$ cat config.mk
export PLATFORM = sky130hd
export DESIGN_NAME = fbac_admission
export DESIGN_NICKNAME = d
export VERILOG_FILES = /design/src/core/fbac_admission.v
export VERILOG_INCLUDE_DIRS = /design/src /design/src/core
export SDC_FILE = /design/constraint.sdc
export NUM_CORES = 2
export LEC_CHECK = 0
export BUFFER_PORTS_ARGS = -buffer_cell sky130_fd_sc_hd__buf_2
export CAP_MARGIN = 10
export CORE_ASPECT_RATIO = 1.1
export CORE_MARGIN = 2
export CORE_UTILIZATION = 35
export CTS_CLUSTER_DIAMETER = 150
export DETAILED_ROUTE_END_ITERATION = 12
export GPL_TIMING_DRIVEN = 1
export PLACE_DENSITY = 0.46
export REMOVE_ABC_BUFFERS = 1
export SLEW_MARGIN = 40
export SYNTH_ARGS = -nofsm -noshare
export SYNTH_HDL_FRONTEND = slang
export SYNTH_SLANG_ARGS = --single-unit
$ cat constraint.sdc
create_clock -name CLK -period 10.05 [get_ports CLK]
set_input_delay 1.5075 -clock CLK [delete_from_list [all_inputs] [get_ports CLK]]
set_output_delay 1.5075 -clock CLK [all_outputs]
set_load 0.02 [all_outputs]
$ cat src/core/fbac_consts.vh
`ifndef FBAC_CONSTS_VH
`define FBAC_CONSTS_VH
// register byte offsets
`define FBAC_OFS_RED_PORT_RSV   8'h00
`define FBAC_OFS_PROC_PORT_RSV  8'h04
`define FBAC_OFS_UPL_PORT_RSV   8'h08
`define FBAC_OFS_SHARED_SIZE    8'h0C
`define FBAC_OFS_CLS1_RSV       8'h10
`define FBAC_OFS_CLS2_RSV       8'h14
`define FBAC_OFS_CLS3_RSV       8'h18
`define FBAC_OFS_XOFF_LEVEL     8'h1C
`define FBAC_OFS_LOW_THRESH     8'h20
`define FBAC_OFS_MC_THRESH      8'h24
`define FBAC_OFS_DROP_PROB      8'h28
`define FBAC_OFS_FC_ENABLE      8'h2C
`define FBAC_OFS_PRIO_MAP       8'h30
`define FBAC_OFS_PAUSE_STAT     8'h34
`define FBAC_OFS_SHARED_USED    8'h38
`define FBAC_OFS_MC_COUNT       8'h3C
`define FBAC_OFS_DROP_COUNT     8'h40
`define FBAC_OFS_TEMP_USED      8'h44
// reset values
`define FBAC_RST_PORT_RSV       16'h0010
`define FBAC_RST_SHARED_SIZE    16'h0040
`define FBAC_RST_CLS_RSV        16'h0008
`define FBAC_RST_XOFF_LEVEL     16'h000C
`define FBAC_RST_LOW_THRESH     16'h0004
`define FBAC_RST_MC_THRESH      16'h0020
`define FBAC_RST_DROP_PROB      8'h80
`define FBAC_RST_PRIO_MAP       24'h6D2240
// port numbering: indices 0..3 reduced ports, 4 uplink, 5 processor
`define FBAC_PROC_PORT_NUM      4'h8
`define FBAC_UPLINK_IDX         3'h4
`define FBAC_PROC_IDX           3'h5
// region codes
`define FBAC_RG_CLASS           2'h0
`define FBAC_RG_SHARED          2'h1
`define FBAC_RG_PORT            2'h2
`define FBAC_RG_NONE            2'h3
// axi responses
`define FBAC_RESP_OKAY          2'h0
`define FBAC_RESP_SLVERR        2'h2
`endif

$ cat src/core/fbac_admission.v
// Contract
// - hold every arrival in temporary region first
// - three programmable class reservations, lowest none
// - sections cover priorities 2/3, 4/5, 6/7
// - account eight priority classes separately
// - six source port reservations, processor is 8
// - class section, then shared pool, then port
// - seven separately programmable section sizes
// - drop best effort lacking source port space
// - congested and shared exhausted: probabilistic drop
// - congested and port below low: drop
// - flow control port suppresses scarcity drops
// - pause on at programmed port usage
// - pause off once port reservation empty
// - multicast count threshold drives pause on/off
// - prioritise by map only on ports without flow control enabled
// - flow control enable, not the map, sends flow control traffic best effort
// - queue three expedited, two/one assured, zero best
// - best effort lowest; flow control ports best effort
// - priority frames drop only when resources exhausted
`timescale 1ns/100ps
`default_nettype none
`include "fbac_consts.vh"
module fbac_admission #(
  parameter CW = 16
) (
  input  wire        CLK,
  input  wire        SYS_RST,
  input  wire        S_AXI_AWVALID,
  output wire        S_AXI_AWREADY,
  input  wire [7:0]  S_AXI_AWADDR,
  input  wire        S_AXI_WVALID,
  output wire        S_AXI_WREADY,
  input  wire [31:0] S_AXI_WDATA,
  input  wire [3:0]  S_AXI_WSTRB,
  output reg         S_AXI_BVALID,
  input  wire        S_AXI_BREADY,
  output reg  [1:0]  S_AXI_BRESP,
  input  wire        S_AXI_ARVALID,
  output wire        S_AXI_ARREADY,
  input  wire [7:0]  S_AXI_ARADDR,
  output reg         S_AXI_RVALID,
  input  wire        S_AXI_RREADY,
  output reg  [31:0] S_AXI_RDATA,
  output reg  [1:0]  S_AXI_RRESP,
  input  wire        RX_ARRIVE,
  input  wire [2:0]  RX_SRC_IDX,
  input  wire        CLS_VALID,
  input  wire [2:0]  CLS_SRC_IDX,
  input  wire [2:0]  CLS_PRIO,
  input  wire        CLS_MCAST,
  input  wire        CLS_CONGESTED,
  output reg         ADM_VALID,
  output reg         ADM_ACCEPT,
  output reg  [1:0]  ADM_REGION,
  output reg  [1:0]  ADM_QUEUE,
  output reg  [2:0]  ADM_PRIO,
  output reg  [2:0]  ADM_SRC_IDX,
  input  wire        REL_VALID,
  input  wire [1:0]  REL_REGION,
  input  wire [2:0]  REL_PRIO,
  input  wire [2:0]  REL_SRC_IDX,
  input  wire        REL_MCAST,
  output reg  [5:0]  PAUSE_ON,
  output reg  [5:0]  PAUSE_OFF,
  output reg         MC_PAUSE_ON,
  output reg         MC_PAUSE_OFF,
  output wire [3:0]  PROC_PORT_NUMBER
);
  reg [CW-1:0] red_rsv_reg, proc_rsv_reg, upl_rsv_reg, shared_size_reg;
  reg [CW-1:0] cls_rsv_reg [0:2];
  reg [CW-1:0] xoff_level_reg, low_thresh_reg, mc_thresh_reg;
  reg [7:0]    drop_prob_reg;
  reg [5:0]    fc_en_reg;
  reg [23:0]   prio_map_reg;
  reg [CW-1:0] cls_used_reg [0:7];
  reg [CW-1:0] port_used_reg [0:5];
  reg [CW-1:0] shared_used_reg, temp_used_reg, mc_count_reg, drop_count_reg;
  reg [5:0]    paused_reg;
  reg          mc_paused_reg;
  reg [15:0]   lfsr_reg;
  reg          aw_held_reg, w_held_reg;
  reg [7:0]    aw_addr_reg;
  reg [31:0]   w_data_reg;
  integer      i;

  assign PROC_PORT_NUMBER = `FBAC_PROC_PORT_NUM;

  function [1:0] sect_of;
    input [2:0] p;
    begin
      sect_of = p[2:1] - 2'h1;
    end
  endfunction

  function [CW-1:0] port_size;
    input [2:0] idx;
    begin
      if (idx == `FBAC_PROC_IDX)
        port_size = proc_rsv_reg;
      else if (idx == `FBAC_UPLINK_IDX)
        port_size = upl_rsv_reg;
      else
        port_size = red_rsv_reg;
    end
  endfunction

  // classification and admission decision (combinational)
  wire [2:0]    cp = CLS_PRIO;
  wire [1:0]    sect = sect_of(cp);
  wire          has_cls = cp[2] | cp[1];
  // both classes of a pair draw on one section, each counted apart
  wire [CW-1:0] sect_used = cls_used_reg[{cp[2:1], 1'b0}]
                          + cls_used_reg[{cp[2:1], 1'b1}];
  wire          cls_room = has_cls &&
                (sect_used < cls_rsv_reg[sect]);
  wire          sh_room = shared_used_reg < shared_size_reg;
  wire [CW-1:0] psize = port_size(CLS_SRC_IDX);
  wire [CW-1:0] pused = port_used_reg[CLS_SRC_IDX];
  wire          pt_room = pused < psize;
  wire          fc = fc_en_reg[CLS_SRC_IDX];
  // flow control ports forced to best effort, others via map
  wire [1:0]    mapq = prio_map_reg[cp*3 +: 2];
  wire [1:0]    queue = fc ? 2'h0 : mapq;
  wire          be = (queue == 2'h0);
  wire [CW-1:0] p_left = psize - pused;
  wire          rnd_hit = lfsr_reg[7:0] < drop_prob_reg;
  reg  [1:0]    region;
  reg           accept;
  always @* begin
    if (cls_room)
      region = `FBAC_RG_CLASS;
    else if (sh_room)
      region = `FBAC_RG_SHARED;
    else if (pt_room)
      region = `FBAC_RG_PORT;
    else
      region = `FBAC_RG_NONE;
    accept = (region != `FBAC_RG_NONE);
    if (be && !fc) begin
      if (!pt_room)
        accept = 1'b0;
      if (CLS_CONGESTED && !sh_room && rnd_hit)
        accept = 1'b0;
      if (CLS_CONGESTED && p_left < low_thresh_reg)
        accept = 1'b0;
    end
  end

  // axi-lite slave: address and data taken in either order
  wire aw_ok = aw_held_reg | S_AXI_AWVALID;
  wire w_ok  = w_held_reg | S_AXI_WVALID;
  wire wr_go = aw_ok && w_ok && !S_AXI_BVALID;
  wire [7:0]  wa = aw_held_reg ? aw_addr_reg : S_AXI_AWADDR;
  wire [31:0] wd = w_held_reg ? w_data_reg : S_AXI_WDATA;
  assign S_AXI_AWREADY = !aw_held_reg && !S_AXI_BVALID;
  assign S_AXI_WREADY  = !w_held_reg && !S_AXI_BVALID;
  assign S_AXI_ARREADY = !S_AXI_RVALID;
  // byte strobes ignored: fields are written whole
  wire [CW-1:0] wv = wd[CW-1:0];

  reg [31:0] rd_next;
  reg        rd_err;
  always @* begin
    rd_next = 32'h0;
    rd_err = 1'b0;
    if (S_AXI_ARADDR == `FBAC_OFS_RED_PORT_RSV)
      rd_next[CW-1:0] = red_rsv_reg;
    else if (S_AXI_ARADDR == `FBAC_OFS_PROC_PORT_RSV)
      rd_next[CW-1:0] = proc_rsv_reg;
    else if (S_AXI_ARADDR == `FBAC_OFS_UPL_PORT_RSV)
      rd_next[CW-1:0] = upl_rsv_reg;
    else if (S_AXI_ARADDR == `FBAC_OFS_SHARED_SIZE)
      rd_next[CW-1:0] = shared_size_reg;
    else if (S_AXI_ARADDR == `FBAC_OFS_CLS1_RSV)
      rd_next[CW-1:0] = cls_rsv_reg[0];
    else if (S_AXI_ARADDR == `FBAC_OFS_CLS2_RSV)
      rd_next[CW-1:0] = cls_rsv_reg[1];
    else if (S_AXI_ARADDR == `FBAC_OFS_CLS3_RSV)
      rd_next[CW-1:0] = cls_rsv_reg[2];
    else if (S_AXI_ARADDR == `FBAC_OFS_XOFF_LEVEL)
      rd_next[CW-1:0] = xoff_level_reg;
    else if (S_AXI_ARADDR == `FBAC_OFS_LOW_THRESH)
      rd_next[CW-1:0] = low_thresh_reg;
    else if (S_AXI_ARADDR == `FBAC_OFS_MC_THRESH)
      rd_next[CW-1:0] = mc_thresh_reg;
    else if (S_AXI_ARADDR == `FBAC_OFS_DROP_PROB)
      rd_next[7:0] = drop_prob_reg;
    else if (S_AXI_ARADDR == `FBAC_OFS_FC_ENABLE)
      rd_next[5:0] = fc_en_reg;
    else if (S_AXI_ARADDR == `FBAC_OFS_PRIO_MAP)
      rd_next[23:0] = prio_map_reg;
    else if (S_AXI_ARADDR == `FBAC_OFS_PAUSE_STAT)
      rd_next[6:0] = {mc_paused_reg, paused_reg};
    else if (S_AXI_ARADDR == `FBAC_OFS_SHARED_USED)
      rd_next[CW-1:0] = shared_used_reg;
    else if (S_AXI_ARADDR == `FBAC_OFS_MC_COUNT)
      rd_next[CW-1:0] = mc_count_reg;
    else if (S_AXI_ARADDR == `FBAC_OFS_DROP_COUNT)
      rd_next[CW-1:0] = drop_count_reg;
    else if (S_AXI_ARADDR == `FBAC_OFS_TEMP_USED)
      rd_next[CW-1:0] = temp_used_reg;
    else
      rd_err = 1'b1;
  end

  reg wr_err;
  always @* begin
    wr_err = 1'b0;
    if (wa > `FBAC_OFS_PRIO_MAP || wa[1:0] != 2'h0)
      wr_err = 1'b1;
  end

  always @(posedge CLK) begin
    if (SYS_RST) begin
      aw_held_reg <= 1'b0;
      w_held_reg <= 1'b0;
      aw_addr_reg <= 8'h00;
      w_data_reg <= 32'h0;
      S_AXI_BVALID <= 1'b0;
      S_AXI_BRESP <= `FBAC_RESP_OKAY;
      S_AXI_RVALID <= 1'b0;
      S_AXI_RDATA <= 32'h0;
      S_AXI_RRESP <= `FBAC_RESP_OKAY;
      red_rsv_reg <= `FBAC_RST_PORT_RSV;
      proc_rsv_reg <= `FBAC_RST_PORT_RSV;
      upl_rsv_reg <= `FBAC_RST_PORT_RSV;
      shared_size_reg <= `FBAC_RST_SHARED_SIZE;
      for (i = 0; i < 3; i = i + 1)
        cls_rsv_reg[i] <= `FBAC_RST_CLS_RSV;
      xoff_level_reg <= `FBAC_RST_XOFF_LEVEL;
      low_thresh_reg <= `FBAC_RST_LOW_THRESH;
      mc_thresh_reg <= `FBAC_RST_MC_THRESH;
      drop_prob_reg <= `FBAC_RST_DROP_PROB;
      fc_en_reg <= 6'h00;
      prio_map_reg <= `FBAC_RST_PRIO_MAP;
    end else begin
      if (S_AXI_AWVALID && S_AXI_AWREADY && !wr_go) begin
        aw_held_reg <= 1'b1;
        aw_addr_reg <= S_AXI_AWADDR;
      end
      if (S_AXI_WVALID && S_AXI_WREADY && !wr_go) begin
        w_held_reg <= 1'b1;
        w_data_reg <= S_AXI_WDATA;
      end
      if (wr_go) begin
        aw_held_reg <= 1'b0;
        w_held_reg <= 1'b0;
        S_AXI_BVALID <= 1'b1;
        S_AXI_BRESP <= wr_err ? `FBAC_RESP_SLVERR : `FBAC_RESP_OKAY;
        if (wa == `FBAC_OFS_RED_PORT_RSV)
          red_rsv_reg <= wv;
        else if (wa == `FBAC_OFS_PROC_PORT_RSV)
          proc_rsv_reg <= wv;
        else if (wa == `FBAC_OFS_UPL_PORT_RSV)
          upl_rsv_reg <= wv;
        else if (wa == `FBAC_OFS_SHARED_SIZE)
          shared_size_reg <= wv;
        else if (wa == `FBAC_OFS_CLS1_RSV)
          cls_rsv_reg[0] <= wv;
        else if (wa == `FBAC_OFS_CLS2_RSV)
          cls_rsv_reg[1] <= wv;
        else if (wa == `FBAC_OFS_CLS3_RSV)
          cls_rsv_reg[2] <= wv;
        else if (wa == `FBAC_OFS_XOFF_LEVEL)
          xoff_level_reg <= wv;
        else if (wa == `FBAC_OFS_LOW_THRESH)
          low_thresh_reg <= wv;
        else if (wa == `FBAC_OFS_MC_THRESH)
          mc_thresh_reg <= wv;
        else if (wa == `FBAC_OFS_DROP_PROB)
          drop_prob_reg <= wd[7:0];
        else if (wa == `FBAC_OFS_FC_ENABLE)
          fc_en_reg <= wd[5:0];
        else if (wa == `FBAC_OFS_PRIO_MAP)
          prio_map_reg <= wd[23:0];
      end else if (S_AXI_BVALID && S_AXI_BREADY) begin
        S_AXI_BVALID <= 1'b0;
      end
      if (S_AXI_ARVALID && S_AXI_ARREADY) begin
        S_AXI_RVALID <= 1'b1;
        S_AXI_RDATA <= rd_next;
        S_AXI_RRESP <= rd_err ? `FBAC_RESP_SLVERR : `FBAC_RESP_OKAY;
      end else if (S_AXI_RVALID && S_AXI_RREADY) begin
        S_AXI_RVALID <= 1'b0;
      end
    end
  end

  // occupancy accounting; charge and release may meet in one cycle
  wire acc = CLS_VALID && accept;
  wire rel_cls = REL_VALID && REL_REGION == `FBAC_RG_CLASS;
  wire rel_sh  = REL_VALID && REL_REGION == `FBAC_RG_SHARED;
  wire rel_pt  = REL_VALID && REL_REGION == `FBAC_RG_PORT;
  wire [CW-1:0] one = {{(CW-1){1'b0}}, 1'b1};
  always @(posedge CLK) begin
    if (SYS_RST) begin
      for (i = 0; i < 8; i = i + 1)
        cls_used_reg[i] <= {CW{1'b0}};
      for (i = 0; i < 6; i = i + 1)
        port_used_reg[i] <= {CW{1'b0}};
      shared_used_reg <= {CW{1'b0}};
      temp_used_reg <= {CW{1'b0}};
      mc_count_reg <= {CW{1'b0}};
      drop_count_reg <= {CW{1'b0}};
      lfsr_reg <= 16'hACE1;
      ADM_VALID <= 1'b0;
      ADM_ACCEPT <= 1'b0;
      ADM_REGION <= `FBAC_RG_NONE;
      ADM_QUEUE <= 2'h0;
      ADM_PRIO <= 3'h0;
      ADM_SRC_IDX <= 3'h0;
    end else begin
      lfsr_reg <= {lfsr_reg[14:0], lfsr_reg[15] ^ lfsr_reg[13] ^
                   lfsr_reg[12] ^ lfsr_reg[10]};
      // temporary region holds frame until classification resolves
      temp_used_reg <= temp_used_reg + (RX_ARRIVE ? one : {CW{1'b0}})
                       - (CLS_VALID ? one : {CW{1'b0}});
      ADM_VALID <= CLS_VALID;
      ADM_ACCEPT <= accept;
      ADM_REGION <= accept ? region : `FBAC_RG_NONE;
      ADM_QUEUE <= queue;
      ADM_PRIO <= cp;
      ADM_SRC_IDX <= CLS_SRC_IDX;
      if (CLS_VALID && !accept)
        drop_count_reg <= drop_count_reg + one;
      for (i = 0; i < 8; i = i + 1)
        cls_used_reg[i] <= cls_used_reg[i]
          + ((acc && region == `FBAC_RG_CLASS && cp == i) ? one : {CW{1'b0}})
          - ((rel_cls && REL_PRIO == i) ? one : {CW{1'b0}});
      for (i = 0; i < 6; i = i + 1)
        port_used_reg[i] <= port_used_reg[i]
          + ((acc && region == `FBAC_RG_PORT && CLS_SRC_IDX == i) ? one
             : {CW{1'b0}})
          - ((rel_pt && REL_SRC_IDX == i) ? one : {CW{1'b0}});
      shared_used_reg <= shared_used_reg
        + ((acc && region == `FBAC_RG_SHARED) ? one : {CW{1'b0}})
        - (rel_sh ? one : {CW{1'b0}});
      mc_count_reg <= mc_count_reg + ((acc && CLS_MCAST) ? one : {CW{1'b0}})
        - ((REL_VALID && REL_MCAST) ? one : {CW{1'b0}});
    end
  end

  // pause requests are one-cycle pulses on state change
  always @(posedge CLK) begin
    if (SYS_RST) begin
      paused_reg <= 6'h00;
      mc_paused_reg <= 1'b0;
      PAUSE_ON <= 6'h00;
      PAUSE_OFF <= 6'h00;
      MC_PAUSE_ON <= 1'b0;
      MC_PAUSE_OFF <= 1'b0;
    end else begin
      for (i = 0; i < 6; i = i + 1) begin
        PAUSE_ON[i] <= 1'b0;
        PAUSE_OFF[i] <= 1'b0;
        if (!paused_reg[i] && port_used_reg[i] >= xoff_level_reg) begin
          paused_reg[i] <= 1'b1;
          PAUSE_ON[i] <= 1'b1;
        end else if (paused_reg[i] && port_used_reg[i] == {CW{1'b0}}) begin
          paused_reg[i] <= 1'b0;
          PAUSE_OFF[i] <= 1'b1;
        end
      end
      MC_PAUSE_ON <= 1'b0;
      MC_PAUSE_OFF <= 1'b0;
      if (!mc_paused_reg && mc_count_reg > mc_thresh_reg) begin
        mc_paused_reg <= 1'b1;
        MC_PAUSE_ON <= 1'b1;
      end else if (mc_paused_reg && mc_count_reg < mc_thresh_reg) begin
        mc_paused_reg <= 1'b0;
        MC_PAUSE_OFF <= 1'b1;
      end
    end
  end
endmodule
`default_nettype wire

======== After elaboration in Yosys (flattened, before gate mapping) ========
Memories as Yosys holds them, arrays and structs flattened.
Cells that the tools add are included.
W data, S select, Z words.
cells by class
  multiply operators ...................... 1
  magnitude comparators ................... 15
  eq/ne operators ......................... 58
  bitwise operators ....................... 36
  shift operators ......................... 1
  reduce and logical (&&, ||, !) cells .... 128
  add/subtract/negate cells ............... 38
  divide/modulo/power cells ............... 0
  multiplexer cells ....................... 194
operators by type and width
  kind                     count
  $mux W16                 49
  $add A16 B1 Y16          17
  $sub A16 B1 Y16          17
  $mux W1                  121
  $eq A8 B6 Y1 const B     13
  $mux W8                  13
  $ge A16 B16 Y1           6
  $logic_not A16 Y1        6
  $lt A16 B16 Y1           5
  $logic_and A1 B1 Y1      68
  $eq A8 B5 Y1 const B     8
  $eq A3 B3 Y1 const B     12
  $eq A8 B4 Y1 const B     4
  $eq A3 B2 Y1 const B     8
  $mux W24                 1
  $shiftx A24 B6 Y2        1
  $or A1 B1 Y1             20
  $reduce_bool A2 Y1       10
  $mux W18                 1
  $reduce_or A2 Y1         9
  $add A16 B1 Y16 const B  1
  $add A16 B16 Y16         1
  $eq A8 B3 Y1 const B     2
  $eq A8 B7 Y1 const B     2
  33 further kinds         76
storage, ports and cells
  input bits .............................. 82
  output and inout port bits .............. 71
  memories ................................ 3
  bits in latches ......................... 0
  register bits after elaboration ......... 327
  word-level logic and storage cells ...... 520
  memory bits (read-only) ................. 0
  bits in writable memories ............... 272
memories
  name           words  width  read ports  clocked after Yosys merged registers in  write ports  RTL line             text
  cls_used_reg   8      16     10          0                                        8            fbac_admission.v:76  reg [CW-1:0] cls_used_reg [0:7];
  port_used_reg  6      16     7           0                                        6            fbac_admission.v:77  reg [CW-1:0] port_used_reg [0:5];
  cls_rsv_reg    3      16     4           0                                        3            fbac_admission.v:71  reg [CW-1:0] cls_rsv_reg [0:2];

======== Longest topological paths before layout ========
  depth after elaboration ................. 33
  gate-level depth with buffers ........... 39
  depth with buffers taken out ............ 37

======== Worst setup path before layout ========
OpenSTA, ideal clock, no wires.
  path kind ............................... in2reg
  start point ............................. input CLS_SRC_IDX[2]
  end point ............................... register shared_used_reg[14]
  required time ........................... 9.922 ns
  setup time .............................. 0.128 ns
  arrival ................................. 8.888 ns
  setup slack ............................. 1.035 ns
  buffers on the path ..................... 2
  cell stages on the path ................. 38
  cell sequence ........................... clkbuf_1 > nor3b_1 > buf_1 > mux2i_1 > nor2_1 > a21oi_1 > inv_1 > ha_1 > nor2b_1 > o21ai_0 > a21oi_1 > o211ai_1 > a21oi_1 > or4b_2 > a31o_2 > a21oi_1 > xnor2_1 > ha_1 > [... 2 more ...] > a2111oi_0 > a311oi_1 > nor4_4 > a211oi_2 > o2111ai_1 > ha_1 > inv_1 > ha_1 > fa_1 > a21o_1 > a21oi_1 > nor2b_1 > o21a_1 > o311ai_0 > a31oi_1 > a31oi_1 > xor2_1 > nor2_1
between the ends
  longest elaborated chain between the ends .. 17
  elaborated cells on any way between the ends .. 29
  classes of those cells .................. add/sub (3); order compare (2); eq/ne (4); mux (13); reduce/logical (6); memory (1)
RTL lines
  element                                                                    RTL line              text
  start: declaration                                                         fbac_admission.v:49   input wire [2:0] CLS_SRC_IDX,
  parallel branches: the longest is 13 deep, another holds $sub A16 B16 Y16  -
  $logic_and A1 B1 Y1 (no line) (*)                                          -
  $mux W1 (*)                                                                fbac_admission.v:337  + ((acc && region == `FBAC_RG_SHARED) ? one : {CW{1'b0}})
  $add A16 B1 Y16 (*)                                                        fbac_admission.v:336  shared_used_reg <= shared_used_reg
  $sub A16 B1 Y16 (*)                                                        fbac_admission.v:336
  end signal: assignment                                                     fbac_admission.v:302  shared_used_reg <= {CW{1'b0}};
  end signal: assignment                                                     fbac_admission.v:336
  end: declaration                                                           fbac_admission.v:78   reg [CW-1:0] shared_used_reg, temp_used_reg, mc_count_reg, drop_count_reg;
Mark *: on every way between the ends. The select of a mux whose other input is x is not followed.
A chain may end at the register's enable or synchronous reset.

==> impl_metrics.py <==
metrics = {
    "global_route": {
        "gr-total-overflow": 0,
        "grt_usage_pct": 22.4,
        "antenna_found_initial": 4,
        "grt_pass1_vias": 33424,
        "grt_max_degree": 166,
        "grt_pass1_wl_um": 203000,
    },
    "layout": {
        "syn2layout_area_growth_pct": 13.4,
        "fin_util_pct": 40.0,
        "largest_reg_flops": 128,
        "nNetsFinal": 5509,
        "final-instance-count-excl-fill": 6478,
        "drive_above_1_share_pct": 9.88,
    },
    "die": {
        "start_util_pct": 35.3,
        "ios": 153,
        "dieArea_sq_um": 118000,
        "coreArea_sq_um": 114000,
        "rows": 130,
        "fp.dieW_um": 328,
        "die_height_um": 360,
    },
    "placement": {
        "dp_cells": 6336,
        "dp_hpwl_um": 101000,
        "port_buffers": 123,
        "routabilityCongestion": 0.891,
    },
    "sta": {
        "fin_worst_skew_ps": 40.7,
        "tns_ps": 0,
        "holdWs_ps": 411,
        "finalHoldViolations": 0,
        "setup_viol": 0,
        "fin_crit_ps": 9360,
        "rsz0062_at_grt": "false",
        "max_freq_mhz": 107,
        "slew_viol_final": 0,
        "worst_pin_slew_ps": 879,
        "fin_crit_sh_pct": 93.2,
        "slew_headroom_pct": 41.3,
    },
    "drt": {
        "wirelength_um": 134000,
        "drc": 0,
        "vias_per_cell": 5.31,
        "drt-initial-drc-count": 2186,
        "vias": 34419,
        "wl_per_cell_um": 20.6,
        "antenna_left": 0,
        "firstDrtPassIters": 7,
    },
    "logic_synthesis": {
        "synth_compound_area_share_pct": 18.8,
        "synth_xor_area_share_pct": 5.04,
        "synthTopCellsByArea": "dfxtp_1 (27%), ha_1 (16%), nor2_1 (5.2%)",
        "ys_async_sr_fraction_pct": 0,
        "synthMuxAreaShare_pct": 5.61,
        "synth_flop_cell": "dfxtp_1",
        "synth_edf_count": 48,
        "synthSimpleGateAreaFrac_pct": 16.2,
        "syn_inst": 4771,
        "synth_most_common_cell": "nor2_1",
        "synth_seq_area_share_pct": 30.8,
        "synth_top_area_share_pct": 27.2,
        "avgSynthCellArea_sq_um": 8.45,
        "synth_fa_ha_area_share_pct": 16.8,
        "yosys_warnings": 0,
        "yosysTopAreaCell": "dfxtp_1",
        "ys_seq_elements": 597,
        "netlist_area_sq_um": 40300,
        "synth.distinct_cells": 85,
        "synthTopCellsByCount": "nor2_1 (556), dfxtp_1 (549), ha_1 (511), inv_1 (487), nand2_1 (324)",
        "synth_top_family_by_area": "compound AO/OA/AOI/OAI gates",
    },
    "critical_path": {
        "slowest_delay_ps": 570,
        "crit_arrival_ps": 9870,
        "crit_path_start_kind": "primary input",
        "cp_data_required_time_ps": 10560,
        "cp-end-kind": "flop",
        "cp-startpoint": "CLS_SRC_IDX[0]",
        "crit_type": "in2reg",
        "r2r-start": "port_used_reg[3][1]$_SDFF_PP0_",
        "path_max_fanout": 18,
        "slowest_stage": "o41ai_1",
        "critPathMostFrequentCell": "a21oi_1",
    },
    "clocking": {
        "cts_root_buffer": "clkbuf_16",
        "cts_tree": "yes",
        "post-cts-setup-buffers": 0,
        "cts_hold_buffers": 0,
        "insertion_delay_ps": 660,
        "clkTransAtPathRegs_ps": 60,
        "cts_buffers": 76,
        "cts_max_path_buffers": 3,
        "clock_sinks": 597,
        "h-tree-depth": 3,
    },
    "power_and_ir_drop": {
        "power_density_nw_per_um2": 293,
        "power_w": 0.0134,
        "ir_drop_mv": 0.178,
        "p_leak_nw": 18.9,
    },
    "job": {
        "maxCapViolations": 0,
    },
    "status": {
        "status": "finished clean",
    },
    "hold_path": {
        "min_from": "lfsr_reg[14]$_SDFF_PP0_",
        "min_path_type": "reg2reg",
    },
}
[worst max-delay path, delay by kind of cell]
kind | cells | cell delay, ps
adders and majority gates | 4 | 1240
and+or+nand+nor | 8 | 1140
buffers and inverters | 6 | 1070
AOI/OAI and AO/OA | 15 | 4080
xor gates and xnor gates | 2 | 270
muxes | 1 | 540
[layout make-up]
type | count | area (sq um)
diodes | 2 | 5.00
clock buffers | 111 | 2210
clock inverters | 28 | 394
fillers | 11828 | 68500
inverters | 488 | 1830
multi-input cells | 3490 | 25300
flip-flops and latches | 597 | 12400
well taps | 1518 | 1900
repair buffers | 244 | 1620
[metal layers]
layer	GRT usage (%)	up-vias	routed length, um
met5	0	-	0
met4	6.81	0	3660
met3	2.71	173	5260
met2	38.5	572	63800
met1	29.2	16460	60900
li1	-	17214	-
[cells by family after synthesis]
logic type	Yosys count
adders and majority gates	530
AOI/OAI and AO/OA	1144
and+or+nand+nor	1414
muxes	156
other	2
xor gates and xnor gates	232
DFF	597
buffers and inverters	696
[layout by cell type (no fill, tap or decap), types with 23 or more instances in the layout]
cell type / instances
dfxtp_1: 548
buf_4: 115
a21o_1: 96
nor2_1: 550
mux4_2: 49
inv_1: 486
edfxtp_1: 48
nor3_1: 105
nand2b_1: 25
xor2_1: 93
o211ai_1: 39
nand2_1: 324
o21ai_0: 199
nand4_1: 43
and3_1: 34
mux2i_1: 82
clkbuf_16: 79
nand3_1: 78
o21a_1: 25
buf_2: 120
a21oi_1: 293
o21bai_1: 31
or3_1: 27
ha_1: 511
nor4_1: 34
or2_2: 23
a31oi_1: 47
xnor2_1: 139
a221oi_1: 48
a211oi_1: 153
o22ai_1: 24
nor2b_1: 79
[power breakdown]
group	switching (W)	leakage [nW]	internal [W]
registers	0.000557	4.99	0.00289
logic	0.00381	12.7	0.00324
clock network	0.00117	1.28	0.00174
total	0.00554	18.9	0.00787
[final timing paths]
check	to	slack, ps	cells past startpoint
worst max-delay path	port_used_reg[2][14]$_SDFF_PP0_	690	36
worst min-delay path	lfsr_reg[15]$_SDFF_PP1_	410	1
worst max register to register	port_used_reg[2][14]$_SDFF_PP0_	1500	38
worst min register to register	lfsr_reg[15]$_SDFF_PP1_	410	1
[repair_timing]
action	4_1_cts	5_1_grt
hold endpoints to repair	0	0
setup endpoints to repair	0	3
gates resized for setup	0	1
[metrics by stage]
step	setup slack (ps)	cell area (sq um)
2_1_floorplan	-27.8	39500
3_3_place_gp	-17.1	43100
3_5_place_dp	-131	43100
4_1_cts	528	45700
5_1_grt	177	45700
6_report	686	45700
No activity file was read; power rests on OpenSTA's default activity.
